===== config.mk =====
export PLATFORM = sky130hd
export DESIGN_NAME = ddcf_front_end
export DESIGN_NICKNAME = d
export VERILOG_FILES = /design/src/ddcf_offset_rx.v /design/src/ddcf_front_end.v
export VERILOG_INCLUDE_DIRS = /design/src
export SDC_FILE = /design/constraint.sdc
export NUM_CORES = 1
export LEC_CHECK = 0
export ABC_AREA = 1
export BUFFER_PORTS_ARGS = -buffer_cell sky130_fd_sc_hd__buf_2
export CAP_MARGIN = 10
export CORE_UTILIZATION = 58
export DETAILED_ROUTE_END_ITERATION = 6
export GPL_TIMING_DRIVEN = 0
export HOLD_SLACK_MARGIN = 0.05
export PLACE_DENSITY = 0.84
export SYNTH_ARGS = -nofsm -noshare
export SYNTH_HDL_FRONTEND = slang
export SYNTH_SLANG_ARGS = --single-unit

===== constraint.sdc =====
create_clock -name aclk -period 3.5 [get_ports aclk]
set_input_delay 0.35 -clock aclk [delete_from_list [all_inputs] [get_ports aclk]]
set_output_delay 0.35 -clock aclk [all_outputs]
set_load 0.02 [all_outputs]

===== src/ddcf_defs.vh =====
`ifndef DDCF_DEFS_VH
`define DDCF_DEFS_VH

// ----------------------------------------------------------------------------
// Bus geometry
// ----------------------------------------------------------------------------
`define DDCF_ADDR_W        8
`define DDCF_DATA_W        32

// ----------------------------------------------------------------------------
// Register byte offsets
// ----------------------------------------------------------------------------
`define DDCF_OFS_CTRL      8'h00
`define DDCF_OFS_STATUS    8'h04
`define DDCF_OFS_OFFSET    8'h08
`define DDCF_OFS_SAMPLE    8'h0C

// ----------------------------------------------------------------------------
// Control word field positions and reset value
// ----------------------------------------------------------------------------
`define DDCF_CTRL_INTERP   0
`define DDCF_CTRL_TWOS     1
`define DDCF_CTRL_SHIFT_LO 4
`define DDCF_CTRL_SHIFT_HI 7
`define DDCF_CTRL_LEN_LO   8
`define DDCF_CTRL_LEN_HI   9
`define DDCF_CTRL_RESET    10'h000

// ----------------------------------------------------------------------------
// Status word field positions
// ----------------------------------------------------------------------------
`define DDCF_STAT_SHIFT_LO 0
`define DDCF_STAT_SHIFT_HI 3
`define DDCF_STAT_AGC      4
`define DDCF_STAT_OVERRUN  5
`define DDCF_STAT_RX_BUSY  6

// ----------------------------------------------------------------------------
// Constants
// ----------------------------------------------------------------------------
`define DDCF_SHIFT_MAX     4'hF
`define DDCF_RESP_OKAY     2'h0
`define DDCF_RESP_SLVERR   2'h2

`endif


===== src/ddcf_offset_rx.v =====
`include "ddcf_defs.vh"
`default_nettype none

module ddcf_offset_rx (
   input  wire        aclk,
   input  wire        aresetn,
   input  wire        bit_tick,
   input  wire        serial_bit,
   input  wire        frame_mark,
   input  wire [1:0]  word_len,
   output reg  [31:0] offset_word,
   output reg         offset_load,
   output wire        rx_busy
);

   reg  [31:0] sr_r;
   reg  [4:0]  cnt_r;
   reg         busy_r;
   wire [31:0] sr_nxt;
   wire [4:0]  last_idx;
   wire [4:0]  align;

   assign sr_nxt   = {sr_r[30:0], serial_bit};
   assign last_idx = {word_len, 3'h7};
   assign align    = {~word_len, 3'h0};
   assign rx_busy  = busy_r;

   // Mark seen on one tick puts the MSB on the next; a new mark restarts
   always @(posedge aclk) begin
      if (!aresetn) begin
         sr_r        <= 32'h00000000;
         cnt_r       <= 5'h00;
         busy_r      <= 1'b0;
         offset_word <= 32'h00000000;
         offset_load <= 1'b0;
      end else begin
         offset_load <= 1'b0;
         if (bit_tick) begin
            if (frame_mark) begin
               busy_r <= 1'b1; // RULE_11
               cnt_r  <= 5'h00;
               sr_r   <= 32'h00000000;
            end else if (busy_r) begin
               sr_r  <= sr_nxt; // RULE_10
               cnt_r <= cnt_r + 5'h01;
               if (cnt_r == last_idx) begin
                  // Short words sit in the top bits of the NCO word
                  offset_word <= sr_nxt << align; // RULE_13
                  offset_load <= 1'b1;
                  busy_r      <= 1'b0;
               end
            end
         end
      end
   end

endmodule

`default_nettype wire


===== src/ddcf_front_end.v =====
// Functional notes
// (RULE_01) Every input-side action happens at a rising edge of the input sample clock.
// (RULE_02) The 14-bit sample, bit 13 the MSB, is read as offset binary or two's complement.
// (RULE_03) The active-low input enable works gated or interpolated, chosen by control bit 0.
// (RULE_04) Gated mode takes exactly one sample per input clock with the enable asserted.
// (RULE_05) The coarse gain offset is added to the programmed shift code, saturating at F.
// (RULE_06) Each coarse gain step is one shift position, 6 dB, so 000 adds none and 111 42 dB.
// (RULE_07) Everything past the CIC point is timed by rising edges of the processing clock.
// (RULE_08) Samples pass safely from the input clock side to the asynchronous processing side.
// (RULE_09) The AGC gain pick is sampled on the processing clock; high selects gain setting 1.
// (RULE_10) A serial carrier offset of 8, 16, 24 or 32 bits is shifted in on the input clock.
// (RULE_11) The source raises the frame mark one input clock before the offset word's MSB.
// (RULE_12) Interpolated mode inserts zero samples where the enable is off, one per clock.
// (RULE_13) The carrier offset loads only after the full configured word length arrives.
//
// The implementer's own choices: the register addresses and the AXI4-Lite interface to the registers.
`include "ddcf_defs.vh"
`default_nettype none

module ddcf_front_end (
   input  wire        aclk,
   input  wire        aresetn,
   // AXI4-Lite slave
   input  wire [7:0]  s_axi_awaddr,
   input  wire        s_axi_awvalid,
   output wire        s_axi_awready,
   input  wire [31:0] s_axi_wdata,
   input  wire [3:0]  s_axi_wstrb,
   input  wire        s_axi_wvalid,
   output wire        s_axi_wready,
   output reg  [1:0]  s_axi_bresp,
   output reg         s_axi_bvalid,
   input  wire        s_axi_bready,
   input  wire [7:0]  s_axi_araddr,
   input  wire        s_axi_arvalid,
   output wire        s_axi_arready,
   output reg  [31:0] s_axi_rdata,
   output reg  [1:0]  s_axi_rresp,
   output reg         s_axi_rvalid,
   input  wire        s_axi_rready,
   // Input side
   input  wire        input_sample_clock,
   input  wire [13:0] sample_in,
   input  wire        input_enable_n,
   input  wire [2:0]  coarse_gain_offset,
   input  wire        carrier_offset_serial,
   input  wire        carrier_offset_frame_mark,
   // Processing side
   input  wire        processing_clock,
   input  wire        agc_loop_gain_pick,
   // Results
   output reg  [13:0] input_sample,
   output reg         input_sample_valid,
   output reg  [3:0]  mixer_shift_code,
   output reg  [31:0] carrier_offset,
   output reg         carrier_offset_load,
   output reg  [13:0] proc_sample,
   output reg         proc_sample_valid,
   output reg         agc_gain_setting
);

   // -------------------------------------------------------------------------
   // Clock edge detection
   // -------------------------------------------------------------------------
   // Both clocks are oversampled by aclk; inputs are taken as synchronous,
   // so no synchroniser is placed ahead of the edge detectors.
   reg         isc_d_r;
   reg         pclk_d_r;
   wire        isc_rise;
   wire        pclk_rise;

   assign isc_rise  = input_sample_clock & ~isc_d_r;
   assign pclk_rise = processing_clock & ~pclk_d_r;

   always @(posedge aclk) begin
      if (!aresetn) begin
         isc_d_r  <= 1'b0;
         pclk_d_r <= 1'b0;
      end else begin
         isc_d_r  <= input_sample_clock;
         pclk_d_r <= processing_clock;
      end
   end

   // -------------------------------------------------------------------------
   // Control and status state
   // -------------------------------------------------------------------------
   reg  [9:0]  ctrl_r;
   reg         overrun_r;
   wire        mode_interp;
   wire        fmt_twos;
   wire [3:0]  shift_prog;
   wire [1:0]  word_len;
   wire        rx_busy;
   wire [31:0] rx_word;
   wire        rx_load;

   assign mode_interp = ctrl_r[`DDCF_CTRL_INTERP];
   assign fmt_twos    = ctrl_r[`DDCF_CTRL_TWOS];
   assign shift_prog  = ctrl_r[`DDCF_CTRL_SHIFT_HI:`DDCF_CTRL_SHIFT_LO];
   assign word_len    = ctrl_r[`DDCF_CTRL_LEN_HI:`DDCF_CTRL_LEN_LO];

   // -------------------------------------------------------------------------
   // Sample capture on the input clock
   // -------------------------------------------------------------------------
   wire [13:0] sample_twos;
   wire        take_real;
   wire        take_zero;
   wire [4:0]  shift_sum;
   reg  [13:0] hold_r;
   reg         hold_full_r;
   wire        cap_now;

   // Offset binary becomes two's complement by inverting the MSB
   assign sample_twos = fmt_twos ? sample_in
                                 : {~sample_in[13], sample_in[12:0]}; // RULE_02
   assign take_real   = isc_rise & ~input_enable_n;                   // RULE_04
   assign take_zero   = isc_rise & input_enable_n & mode_interp;      // RULE_12
   assign cap_now     = take_real | take_zero;                        // RULE_03

   // One shift position is a factor of two, i.e. 6 dB per gain step
   assign shift_sum   = {1'b0, shift_prog} + {2'h0, coarse_gain_offset}; // RULE_06

   always @(posedge aclk) begin
      if (!aresetn) begin
         input_sample       <= 14'h0000;
         input_sample_valid <= 1'b0;
         mixer_shift_code   <= 4'h0;
      end else begin
         input_sample_valid <= cap_now;
         if (take_real) begin
            input_sample <= sample_twos; // RULE_01
         end else if (take_zero) begin
            input_sample <= 14'h0000;
         end
         if (isc_rise) begin
            if (shift_sum > {1'b0, `DDCF_SHIFT_MAX}) begin
               mixer_shift_code <= `DDCF_SHIFT_MAX; // RULE_05
            end else begin
               mixer_shift_code <= shift_sum[3:0];
            end
         end
      end
   end

   // -------------------------------------------------------------------------
   // Crossing to the processing clock
   // -------------------------------------------------------------------------
   // One-word holding stage; a second capture before the processing side
   // has taken the first overwrites it and raises the sticky overrun flag.
   reg         ovr_clear;

   always @(posedge aclk) begin
      if (!aresetn) begin
         hold_r            <= 14'h0000;
         hold_full_r       <= 1'b0;
         proc_sample       <= 14'h0000;
         proc_sample_valid <= 1'b0;
         agc_gain_setting  <= 1'b0;
         overrun_r         <= 1'b0;
      end else begin
         proc_sample_valid <= 1'b0;
         if (pclk_rise) begin
            agc_gain_setting <= agc_loop_gain_pick; // RULE_09
            if (hold_full_r) begin
               proc_sample       <= hold_r; // RULE_07
               proc_sample_valid <= 1'b1;
            end
         end
         if (cap_now) begin
            hold_r      <= take_real ? sample_twos : 14'h0000; // RULE_08
            hold_full_r <= 1'b1;
         end else if (pclk_rise) begin
            hold_full_r <= 1'b0;
         end
         // Set beats clear when both land together
         if (cap_now && hold_full_r && !pclk_rise) begin
            overrun_r <= 1'b1;
         end else if (ovr_clear) begin
            overrun_r <= 1'b0;
         end
      end
   end

   // -------------------------------------------------------------------------
   // Serial carrier offset
   // -------------------------------------------------------------------------
   ddcf_offset_rx u_offset_rx (
      .aclk        (aclk),
      .aresetn     (aresetn),
      .bit_tick    (isc_rise),
      .serial_bit  (carrier_offset_serial),
      .frame_mark  (carrier_offset_frame_mark),
      .word_len    (word_len),
      .offset_word (rx_word),
      .offset_load (rx_load),
      .rx_busy     (rx_busy)
   );

   always @(posedge aclk) begin
      if (!aresetn) begin
         carrier_offset      <= 32'h00000000;
         carrier_offset_load <= 1'b0;
      end else begin
         carrier_offset_load <= rx_load;
         if (rx_load) begin
            carrier_offset <= rx_word; // RULE_10
         end
      end
   end

   // -------------------------------------------------------------------------
   // AXI4-Lite write channel
   // -------------------------------------------------------------------------
   reg         aw_full_r;
   reg  [7:0]  aw_addr_r;
   reg         w_full_r;
   reg  [31:0] w_data_r;
   reg  [3:0]  w_strb_r;
   wire        wr_go;

   assign s_axi_awready = ~aw_full_r & ~s_axi_bvalid;
   assign s_axi_wready  = ~w_full_r & ~s_axi_bvalid;
   assign wr_go         = aw_full_r & w_full_r;

   always @* begin
      ovr_clear = wr_go && (aw_addr_r == `DDCF_OFS_STATUS) && w_strb_r[0]
                  && w_data_r[`DDCF_STAT_OVERRUN];
   end

   always @(posedge aclk) begin
      if (!aresetn) begin
         aw_full_r    <= 1'b0;
         aw_addr_r    <= 8'h00;
         w_full_r     <= 1'b0;
         w_data_r     <= 32'h00000000;
         w_strb_r     <= 4'h0;
         s_axi_bvalid <= 1'b0;
         s_axi_bresp  <= `DDCF_RESP_OKAY;
         ctrl_r       <= `DDCF_CTRL_RESET;
      end else begin
         if (s_axi_awvalid && s_axi_awready) begin
            aw_full_r <= 1'b1;
            aw_addr_r <= s_axi_awaddr;
         end
         if (s_axi_wvalid && s_axi_wready) begin
            w_full_r <= 1'b1;
            w_data_r <= s_axi_wdata;
            w_strb_r <= s_axi_wstrb;
         end
         if (wr_go) begin
            aw_full_r    <= 1'b0;
            w_full_r     <= 1'b0;
            s_axi_bvalid <= 1'b1;
            s_axi_bresp  <= `DDCF_RESP_OKAY;
            case (aw_addr_r)
               `DDCF_OFS_CTRL: begin
                  if (w_strb_r[0]) begin
                     ctrl_r[7:0] <= w_data_r[7:0];
                  end
                  if (w_strb_r[1]) begin
                     ctrl_r[9:8] <= w_data_r[9:8];
                  end
               end
               `DDCF_OFS_STATUS,
               `DDCF_OFS_OFFSET,
               `DDCF_OFS_SAMPLE: begin
                  s_axi_bresp <= `DDCF_RESP_OKAY;
               end
               default: begin
                  s_axi_bresp <= `DDCF_RESP_SLVERR;
               end
            endcase
         end else if (s_axi_bvalid && s_axi_bready) begin
            s_axi_bvalid <= 1'b0;
         end
      end
   end

   // -------------------------------------------------------------------------
   // AXI4-Lite read channel
   // -------------------------------------------------------------------------
   wire [31:0] status_word;

   assign s_axi_arready = ~s_axi_rvalid;
   assign status_word   = {25'h0000000, rx_busy, overrun_r, agc_gain_setting,
                           mixer_shift_code};

   always @(posedge aclk) begin
      if (!aresetn) begin
         s_axi_rvalid <= 1'b0;
         s_axi_rdata  <= 32'h00000000;
         s_axi_rresp  <= `DDCF_RESP_OKAY;
      end else begin
         if (s_axi_arvalid && s_axi_arready) begin
            s_axi_rvalid <= 1'b1;
            s_axi_rresp  <= `DDCF_RESP_OKAY;
            case (s_axi_araddr)
               `DDCF_OFS_CTRL: begin
                  s_axi_rdata <= {22'h000000, ctrl_r};
               end
               `DDCF_OFS_STATUS: begin
                  s_axi_rdata <= status_word;
               end
               `DDCF_OFS_OFFSET: begin
                  s_axi_rdata <= carrier_offset;
               end
               `DDCF_OFS_SAMPLE: begin
                  s_axi_rdata <= {18'h00000, input_sample};
               end
               default: begin
                  s_axi_rdata <= 32'h00000000;
                  s_axi_rresp <= `DDCF_RESP_SLVERR;
               end
            endcase
         end else if (s_axi_rvalid && s_axi_rready) begin
            s_axi_rvalid <= 1'b0;
         end
      end
   end

endmodule

`default_nettype wire


After elaboration in Yosys (flattened, before gate mapping)
Index checks and enable logic that the tools add are counted.
Word-level totals
  logic and storage cells: 117
  bits of input ports: 82
  output and inout port bits: 109
  bits in latches: 0
  memory bits (read-only): 0
  RAM bits: 0
  bits in registers: 226
  memories kept: 0
Cells by class
  $mul: 0
  shifts and indexed selects: 1
  order comparisons: 1
  divide/modulo/power cells: 0
  $add $sub $neg: 2
  bitwise operators: 22
  equality and inequality tests: 7
  muxes and demuxes: 25
  reduce and logical (&&, ||, !) cells: 29
Operators with widths (number)
  $pmux W32 S4: 1
  $mux W31: 2
  $mux W14: 4
  $eq A8 B4 Y1 const B: 4
  $shl A32 B5 Y32: 1
  $eq A8 B3 Y1 const B: 2
  $logic_not A8 Y1: 2
  $mux W1: 13
  $not A1 Y1: 12
  $reduce_bool A2 Y1: 6
  $reduce_or A4 Y1: 3
  $logic_and A1 B1 Y1: 10
  $mux W5: 2
  $and A1 B1 Y1: 8
  $reduce_and A2 Y1: 3
  $reduce_and A3 Y1: 2
  $add A4 B3 Y5: 1
  $add A5 B1 Y5 const B: 1
  $eq A5 B5 Y1: 1
  $gt A5 B4 Y1 const B: 1
  $mux W2: 2
  $mux W4: 1
  $reduce_and A4 Y1: 1
  $not A2 Y2: 1
  other kinds (3): 3

Logic depth before layout (Yosys ltp)
Gate-level depths: netlist (run 1).
  depth after elaboration: 8
  mapped depth: 10
  gate-level depth less buffers: 9

By module
Synthesis (run 1) repeated with hierarchy kept, for this count alone.
Second synthesis, totals
  cells, all modules: 1268
  area, all modules: 8863.5 um^2
Modules (own cells, without submodules)
  ddcf_front_end: instances 1, cells an instance 740, area an instance 5505.3 um^2, sequential area each 2802.7 um^2
  ddcf_offset_rx: instances 1, cells an instance 528, area an instance 3358.2 um^2, sequential area each 1401.3 um^2

Worst setup path after synthesis (run 1)
No wires, ideal clock.
  path type: input to register
  from: input coarse_gain_offset[0]
  to: register mixer_shift_code[3]
  arrival time: 1400 ps
  setup slack: 2035 ps
  buffers on the path: 0
  required time: 3435 ps
  stages: 8
  library setup time: 65 ps
  path through: ha_1 > inv_1 > fa_1 > o21bai_1 > nor2_1 > a21oi_1 > a22oi_1 > nor2_1
On the way
  cells in the longest elaborated chain, start to end: 3
Ends and longest elaborated chain
  start: declaration: RTL line ddcf_front_end.v:45  | input wire [2:0] coarse_gain_offset,
  $add A4 B3 Y5 *: RTL line ddcf_front_end.v:122  | assign shift_sum = {1'b0, shift_prog} + {2'h0, coarse_gain_offset};
  $gt A5 B4 Y1: RTL line ddcf_front_end.v:137  | if (shift_sum > {1'b0, `DDCF_SHIFT_MAX}) begin
  $mux W4 *: RTL line ddcf_front_end.v:137
  end signal: assignment: RTL line ddcf_front_end.v:138  | mixer_shift_code <= `DDCF_SHIFT_MAX;
  end signal: assignment: RTL line ddcf_front_end.v:140  | mixer_shift_code <= shift_sum[3:0];
  end: declaration: RTL line ddcf_front_end.v:54  | output reg [3:0] mixer_shift_code,
Mark *: on every way between the ends. The rest lies on a longest branch, timed or not.
A chain may end at the register's enable or synchronous reset.

Worst setup path in the final report (run 1)
  from: input processing_clock
  to: register proc_sample[12]
On the way
  cells in the longest elaborated chain, start to end: 2
Ends and longest elaborated chain
  start: declaration: RTL line ddcf_front_end.v:49  | input wire processing_clock,
  $and A1 B1 Y1: RTL line ddcf_front_end.v:73  | assign pclk_rise = processing_clock & ~pclk_d_r;
  $reduce_and A2 Y1 (no line)
  end signal: assignment: RTL line ddcf_front_end.v:166  | proc_sample <= hold_r;
  end: declaration: RTL line ddcf_front_end.v:57  | output reg [13:0] proc_sample,
No other way between the ends.

==> results of run 1 <==
## report_power, final
part / internal (W) / total [W] / switching [W]
clock network: 0.00137 / 0.00230 / 0.000928
registers: 0.00245 / 0.00248 / 0.0000348
logic: 0.000111 / 0.000365 / 0.000254
total: 0.00393 / 0.00515 / 0.00122
## routing by layer
| metal | global-route usage, % | vias to the layer above | wire length [µm] | share of wire (%) |
|---|---|---|---|---|
| li1 | - | 4178 | - | - |
| met1 | 41.4 | 3964 | 10100 | 41 |
| met2 | 52.9 | 409 | 11100 | 45 |
| met3 | 6.13 | 96 | 2000 | 8.2 |
| met4 | 17.5 | 0 | 1230 | 5.1 |
| met5 | 0 | - | 0 | 0 |
## synthesized netlist by cell type, types with 3 or more instances
master	count
nand2_1	229
dfxtp_1	210
nor2_1	154
o21ai_0	139
a21oi_1	137
nand3_1	85
inv_1	57
clkbuf_1	48
buf_2	20
o21ai_1	15
o31ai_1	8
or2_2	8
inv_2	5
buf_1	4
buf_4	4
ha_1	4
nand4_1	3
## worst min-delay path: stages
cell    delay (ns)
buf_2         0.08
nor2_1        0.03
nor2_1        0.08
## sequential cells by signal, summed over array words and instances, names as in the netlist, 2 cells and up
| signal | cells |
|---|---|
| mixer_shift_code | 4 |
| u_offset_rx.cnt_r | 5 |
| carrier_offset | 32 |
| w_data_r | 10 |
| input_sample | 14 |
| s_axi_rdata | 32 |
| aw_addr_r | 8 |
| ctrl_r | 10 |
| u_offset_rx.offset_word | 32 |
| u_offset_rx.sr_r | 31 |
| w_strb_r | 2 |
| proc_sample | 14 |
## worst min path at each step
stage                  startpoint          endpoint  slack (ns)  cells after the start
2_1_floorplan         w_strb_r[1]       w_strb_r[1]        0.43                      2
3_3_place_gp          w_strb_r[1]       w_strb_r[1]        0.44                      2
3_5_place_dp          w_strb_r[0]       w_strb_r[0]        0.45                      2
4_1_cts        agc_loop_gain_pick  agc_gain_setting        0.07                      3
5_1_grt        agc_loop_gain_pick  agc_gain_setting        0.08                      3
6_report       agc_loop_gain_pick  agc_gain_setting        0.08                      3
## per-stage QoR
step | hold slack (ns) | total power (W)
final | 0.0794 | 0.00515
after global placement | 0.440 | 0.00288
after CTS | 0.0718 | 0.00515
after detailed placement | 0.447 | 0.00289
after global routing | 0.0849 | 0.00531
after floorplan | 0.429 | 0.00275
## cell usage in the layout, fill, tap and decap left out, drive strengths merged, types with 2 or more instances in the layout
cell type / netlist / layout
buf: 30 / 194
or2: 8 / 8
nor2: 158 / 158
clkinv: 1 / 3
xnor2: 2 / 2
ha: 4 / 4
nand3: 85 / 85
clkbuf: 48 / 82
a31oi: 2 / 2
a21oi: 137 / 137
conb: 1 / 2
o31ai: 8 / 8
dfxtp: 210 / 210
o21ai: 155 / 155
nand2: 230 / 230
inv: 62 / 63
nor3: 3 / 3
nand4: 3 / 3
dlygate4sd3: 0 / 2
## logic make-up (layout without fill, tap and decap cells)
| group | after synthesis | after routing | share of synthesized area [%] |
|---|---|---|---|
| fa+ha+maj | 5 | 5 | 0.826 |
| mux | 1 | 1 | 0.118 |
| buf+inv | 141 | 345 | 6.91 |
| simple gates | 487 | 487 | 23.7 |
| flops | 210 | 210 | 49.6 |
| xor+xnor | 3 | 3 | 0.310 |
| other cells | 1 | 2 | 0.0442 |
| compound gates | 306 | 306 | 18.5 |
## final cells by class
class	count	area [µm²]
plain buffers	78	348
clock buffers	34	664
clock inverters	4	48.8
fillers	1119	3830
inverters	63	238
multi-input cells	804	3690
flip-flops and latches	210	4200
well taps	180	225
repair buffers	166	841
## repair_timing
item,in CTS,in global routing
hold buffers,2,0
endpoints found under the hold margin,2,0
resized for setup,0,0
setup endpoints to repair,0,0
==> results.ini, run 1 <==
[clock_tree]
clkLatencyLatePin_ns = 0.50
cts_max_level = 1
cts_tree = built
cts_post_setup_buffers_inserted = 0
cts-root-buf = clkbuf_16
clk_pin_slew_worst_paths_ns = 0.06
cts.sinks = 210
numCtsBuffers = 21
clock_path_buffers = 3

[placed_design]
placed_cells = 1499
port-buffer-count = 164
dp_slack_ns = 1.35
gp_congestion = 0.931
post-dp-hpwl_um = 17500
place_area_um2 = 9530

[yosys]
synth_cell_types = 36
synth_area_leader_cell = dfxtp_1
ys_seq_elements = 210
seq_area_frac_synth_pct = 49.6
netlist.area_leader.share_pct = 49.6
syn_avg_cell_area_um2 = 7.35
yosys_warnings = 0
synth_edf_count = 0
synthCells = 1154
async_flop_share_pct = 0
synth_ff_type = dfxtp_1
netlist_area_um2 = 8480
synth_area_leaders = dfxtp_1 50%, nand2_1 10%, o21ai_0 8.2%

[die]
initial_core_util_pct = 60.1
die_area_um2 = 15100
io_pins = 191
rows = 43
die_h_um = 123
fp.dieW_um = 123
fp.coreArea_um2 = 14100

[power_and_ir_drop]
leakage_nw = 4.58
p_per_area_nw_per_um2 = 501
ir_drop_mv = 0.345

[timing]
hold_viol = 0
skew_ns = 0.0104
finalCritPeriodShare_pct = 51.4
max_slew_margin_pct = 49.6
setup_violations = 0
worst_pin_slew_ns = 0.757
finalSetupTns_ns = 0
finalMaxSlewViolations = 0
fin_ws_ns = 1.70
min_period_ns = 1.80
rsz0062_at_grt = false
max_freq_mhz = 556

[finish]
fin_cells = 1539
nNetsFinal = 1431
stdcell_area_um2 = 10300
diodes = 0
syn2layout_area_growth_pct = 21.0
utilization_pct = 72.8
drive_above_1_share_pct = 18.1

[drt]
ant_nets = 0
viasPerCell = 5.62
drtIter0Drc = 726
via_count = 8647
first_pass_iters = 6
drc = 0
wl_um = 24400
wire_per_inst_um = 15.9

[global_route]
grt_pass1_vias = 7911
grt_usage_pct = 32.7
antenna_found_initial = 0
grt_pass1_wl_um = 39200
overflow = 0
grt_max_degree = 15

[worst_setup_path]
cp_max_fo = 10
timing.critical_path.buf_inv = 4
start_kind = input pin
critical_path_required_ns = 3.87
worstSetupPathDepth = 8
r2r_slack_ns = 1.74
critPathKind = in2reg
timing.critical_path.mode_cell = nand2_1
slowest_delay_ns = 0.53
cp-startpoint = processing_clock
endpoint_kind = flip-flop
cp_slowest_cell = dlygate4sd3_1
arrival_ns = 2.16
rr_endpoint = u_offset_rx.offset_word[19]
crit_end = proc_sample[12]
rr_startpoint = u_offset_rx.cnt_r[0]
cp_top_family = buffers and inverters
cp_cell_sequence = dlygate4sd3_1 > buf_2 > inv_1 > nor2_1 > nand2_1 > clkbuf_1 > nand2_1 > a21oi_1
rr_worst_depth = 9

[flow_run]
maxCapViolCount = 0

[status]
outcome = complete, no violations

[min_path]
hold_path.class = in2reg

Power figures use the tool's default switching activity.
==> run 2, diff against run 1 <==
--- a/config.mk
+++ b/config.mk
@@ -6,14 +6,14 @@
 export SDC_FILE = /design/constraint.sdc
 export NUM_CORES = 1
 export LEC_CHECK = 0
-export ABC_AREA = 1
+export ABC_AREA = 0
 export BUFFER_PORTS_ARGS = -buffer_cell sky130_fd_sc_hd__buf_2
 export CAP_MARGIN = 10
-export CORE_UTILIZATION = 58
+export CORE_UTILIZATION = 48
 export DETAILED_ROUTE_END_ITERATION = 6
 export GPL_TIMING_DRIVEN = 0
 export HOLD_SLACK_MARGIN = 0.05
-export PLACE_DENSITY = 0.84
+export PLACE_DENSITY = 0.74
 export SYNTH_ARGS = -nofsm -noshare
 export SYNTH_HDL_FRONTEND = slang
 export SYNTH_SLANG_ARGS = --single-unit
==> constraint.sdc (replaced) <==
create_clock -name aclk -period 1.45 [get_ports aclk]
set_input_delay 0.145 -clock aclk [delete_from_list [all_inputs] [get_ports aclk]]
set_output_delay 0.145 -clock aclk [all_outputs]
set_load 0.02 [all_outputs]
==> results.ini, run 2 <==
[worst_setup_path]
start_kind = flip-flop  ; was input pin
critPathKind = reg2reg  ; was in2reg
endpoint_kind = flip-flop  ; unchanged
cp_max_fo = 2  ; was 10
critical_path_required_ns = 1.84  ; was 3.87 ns
arrival_ns = 2.07  ; was 2.16 ns

[status]
violations = negative setup slack
outcome = finished, violations left  ; was complete, no violations

[yosys]
synthCells = 870  ; was 1154
async_flop_share_pct = 0  ; unchanged
ys_seq_elements = 210  ; unchanged
yosys_warnings = 0  ; unchanged
netlist_area_um2 = 8110  ; was 8480 µm²
synth_cell_types = 48  ; was 36
synth_area_leaders = dfxtp_1 52%, mux2i_1 8.8%, a22oi_1 6.4%  ; was dfxtp_1 50%, nand2_1 10%, o21ai_0 8.2%
synth_ff_type = dfxtp_1  ; unchanged
synth.most_common_cell = dfxtp_1  ; was nand2_1
synth_edf_count = 0  ; unchanged
synthTopCellsByCount = 210 x dfxtp_1, 131 x nor2_1, 111 x nand2_1  ; was 229 x nand2_1, 210 x dfxtp_1, 154 x nor2_1
syn_avg_cell_area_um2 = 9.32  ; was 7.35 µm²
seq_area_frac_synth_pct = 51.8  ; was 49.6%
netlist.area_leader.share_pct = 51.8  ; was 49.6%
synth_area_leader_cell = dfxtp_1  ; unchanged

[global_route]
grt_pass1_vias = 6757  ; was 7911
antenna_found_initial = 0  ; unchanged
top_usage_layer = met2  ; unchanged
grt_max_degree = 14  ; was 15
use_met1_pct = 33.6  ; was 41.4%
overflow = 0  ; unchanged
grtUsageMet3_pct = 3.96  ; was 6.13%
grt_pass1_wl_um = 35400  ; was 39200 µm
grt_usage_pct = 25.2  ; was 32.7%
met2_usage_pct = 41.1  ; was 52.9%

[die]
io_pins = 191  ; unchanged
rows = 47  ; was 43
die_area_um2 = 17400  ; was 15100 µm²
die_h_um = 132  ; was 123 µm
fp.coreArea_um2 = 16500  ; was 14100 µm²
fp.dieW_um = 132  ; was 123 µm
initial_core_util_pct = 49.1  ; was 60.1%

[finish]
stdcell_area_um2 = 10900  ; was 10300 µm²
layout_commonest_cell = dfxtp_1  ; was nand2_1
diodes = 0  ; unchanged
nNetsFinal = 1203  ; was 1431
fin_cells = 1351  ; was 1539
drive_above_1_share_pct = 28.1  ; was 18.1%
utilization_pct = 65.8  ; was 72.8%
final_cell_mix = 203 x dfxtp_1, 168 x buf_2, 126 x nor2_1, 110 x nand2_1, 70 x mux2i_1  ; was 229 x nand2_1, 210 x dfxtp_1, 184 x buf_2, 154 x nor2_1, 139 x o21ai_0
reg.largest.list = carrier_offset: 32 flops, s_axi_rdata: 32 flops, u_offset_rx.offset_word: 32 flops  ; unchanged
syn2layout_area_growth_pct = 34.1  ; was 21.0%

[timing]
finalSetupTns_ns = -3.91  ; was 0 ns
fin_ws_ns = -0.230  ; was 1.70 ns
setup_violations = 44  ; was 0
whs_ns = 0.0526  ; was 0.0794 ns
worst_pin_slew_ns = 0.741  ; was 0.757 ns
finalCritPeriodShare_pct = 116
finalMaxSlewViolations = 0  ; unchanged
max_slew_margin_pct = 50.6  ; was 49.6%
min_period_ns = 1.68
rsz0062_at_grt = true  ; was false
max_freq_mhz = 595
skew_ns = 0.0130  ; was 0.0104 ns
hold_viol = 0  ; unchanged

[drt]
ant_nets = 0  ; unchanged
first_pass_iters = 5  ; was 6
via_count = 7349  ; was 8647
viasPerCell = 5.44  ; was 5.62
wl_um = 22600  ; was 24400 µm
drtIter0Drc = 576  ; was 726
drc = 0  ; unchanged
wire_per_inst_um = 16.7  ; was 15.9 µm

[min_path]
hold_path.class = in2reg  ; unchanged

[clock_tree]
cts_tree = built  ; unchanged
clkLatencyLatePin_ns = 0.50  ; about the same
numCtsBuffers = 22  ; was 21
clk_pin_slew_worst_paths_ns = 0.06  ; about the same
cts_max_level = 1  ; unchanged
cts.sinks = 210  ; unchanged
cts-root-buf = clkbuf_16  ; unchanged
clock_path_buffers = 3  ; unchanged

[flow_run]
maxCapViolCount = 0  ; unchanged

[placed_design]
post-dp-hpwl_um = 15700  ; was 17500 µm
placed_cells = 1254  ; was 1499
port-buffer-count = 163  ; was 164
gp_congestion = 0.912  ; was 0.931
place_area_um2 = 9280  ; was 9530 µm²

[power_and_ir_drop]
leakage_nw = 4.33  ; was 4.58 nW
p_per_area_nw_per_um2 = 1140  ; was 501 nW/µm²
ir_drop_mv = 0.922  ; was 0.345 mV

[run 2: cell types whose count changed after synthesis, moves of 9 or more]
| cell | before | now |
|---|---|---|
| inv_1 | 57 | 8 |
| a22o_1 | 0 | 10 |
| o2bb2ai_1 | 0 | 11 |
| nand3_1 | 85 | 5 |
| nor2_1 | 154 | 131 |
| o21ai_0 | 139 | 15 |
| buf_2 | 20 | 4 |
| nand2_1 | 229 | 111 |
| a211oi_1 | 0 | 9 |
| mux2i_1 | 1 | 71 |
| a22oi_1 | 1 | 69 |
| a21oi_1 | 137 | 62 |
| o21ai_1 | 15 | 2 |
[run 2: cell families (layout without fill, tap and decap cells)]
group / count (synthesis) / count (layout) / synth area share, %
adder cells (fa/ha/maj): 5 / 5 / 0.864
flip-flops: 210 / 210 / 51.8
AND/OR/NAND/NOR: 299 / 299 / 16.3
buffers and inverters: 70 / 330 / 3.39
multiplexers: 82 / 82 / 10.7
other: 1 / 2 / 0.0462
AO/OA/AOI/OAI: 199 / 199 / 16.4
XOR/XNOR: 4 / 4 / 0.432
[run 2: path summary, 6_finish.rpt]
path,from,to,slack (ns),depth (start not counted)
setup / recovery,aw_addr_r[1],overrun_r,-0.23,5
hold / removal,input_enable_n,input_sample[1],0.05,4
setup reg to reg,aw_addr_r[1],overrun_r,-0.23,5
hold reg to reg,s_axi_rdata[11],s_axi_rdata[11],0.45,2
[run 2: metal layers]
layer | vias to the layer above | part of all wire (%) | routed length (µm)
li1 | 3557 | - | -
met3 | 45 | 6.2 | 1400
met1 | 3476 | 44 | 10000
met5 | - | 0 | 0
met2 | 271 | 47 | 10600
met4 | 0 | 2.7 | 609
[run 2: through the flow]
step | setup slack [ns] | total power (W)
final | -0.230 | 0.0124
after global routing | -0.292 | 0.0128
after CTS | -0.251 | 0.0124
after detailed placement | -0.587 | 0.00675
after global placement | -0.574 | 0.00674
after floorplan | -0.276 | 0.00648
[run 2: repair_timing]
item / 4_1_cts / 5_1_grt
hold endpoints to repair: 45 / 0
pin swaps: 11 / 12
setup endpoints to repair: 166 / 148
setup buffers: 12 / 6
cloned: 1 / 1
hold buffers: 44 / 0
gates resized for setup: 45 / 51
[run 2: power by group]
part           switching [W]  internal, W  leakage (nW)
registers          0.0000808      0.00586          1.70
clock network        0.00221      0.00338         0.361
logic               0.000506     0.000352          2.27
total                0.00280      0.00959          4.33
[run 2: worst max-delay path, stage by stage (launching register included)]
cell     delay [ns]
dfxtp_1        0.31
or4_4          0.56
buf_4          0.17
nor3_1         0.24
a31oi_1        0.12
o21a_1         0.19
[run 2: cell type report]
type,count,area [µm²]
inverter,8,30.0
clock buffer,33,673
fill,1292,5650
tap,220,275
multi-input combinational,591,3850
clock inverter,6,57.6
sequential,210,4210
buffer,56,335
timing repair buffer,227,1440
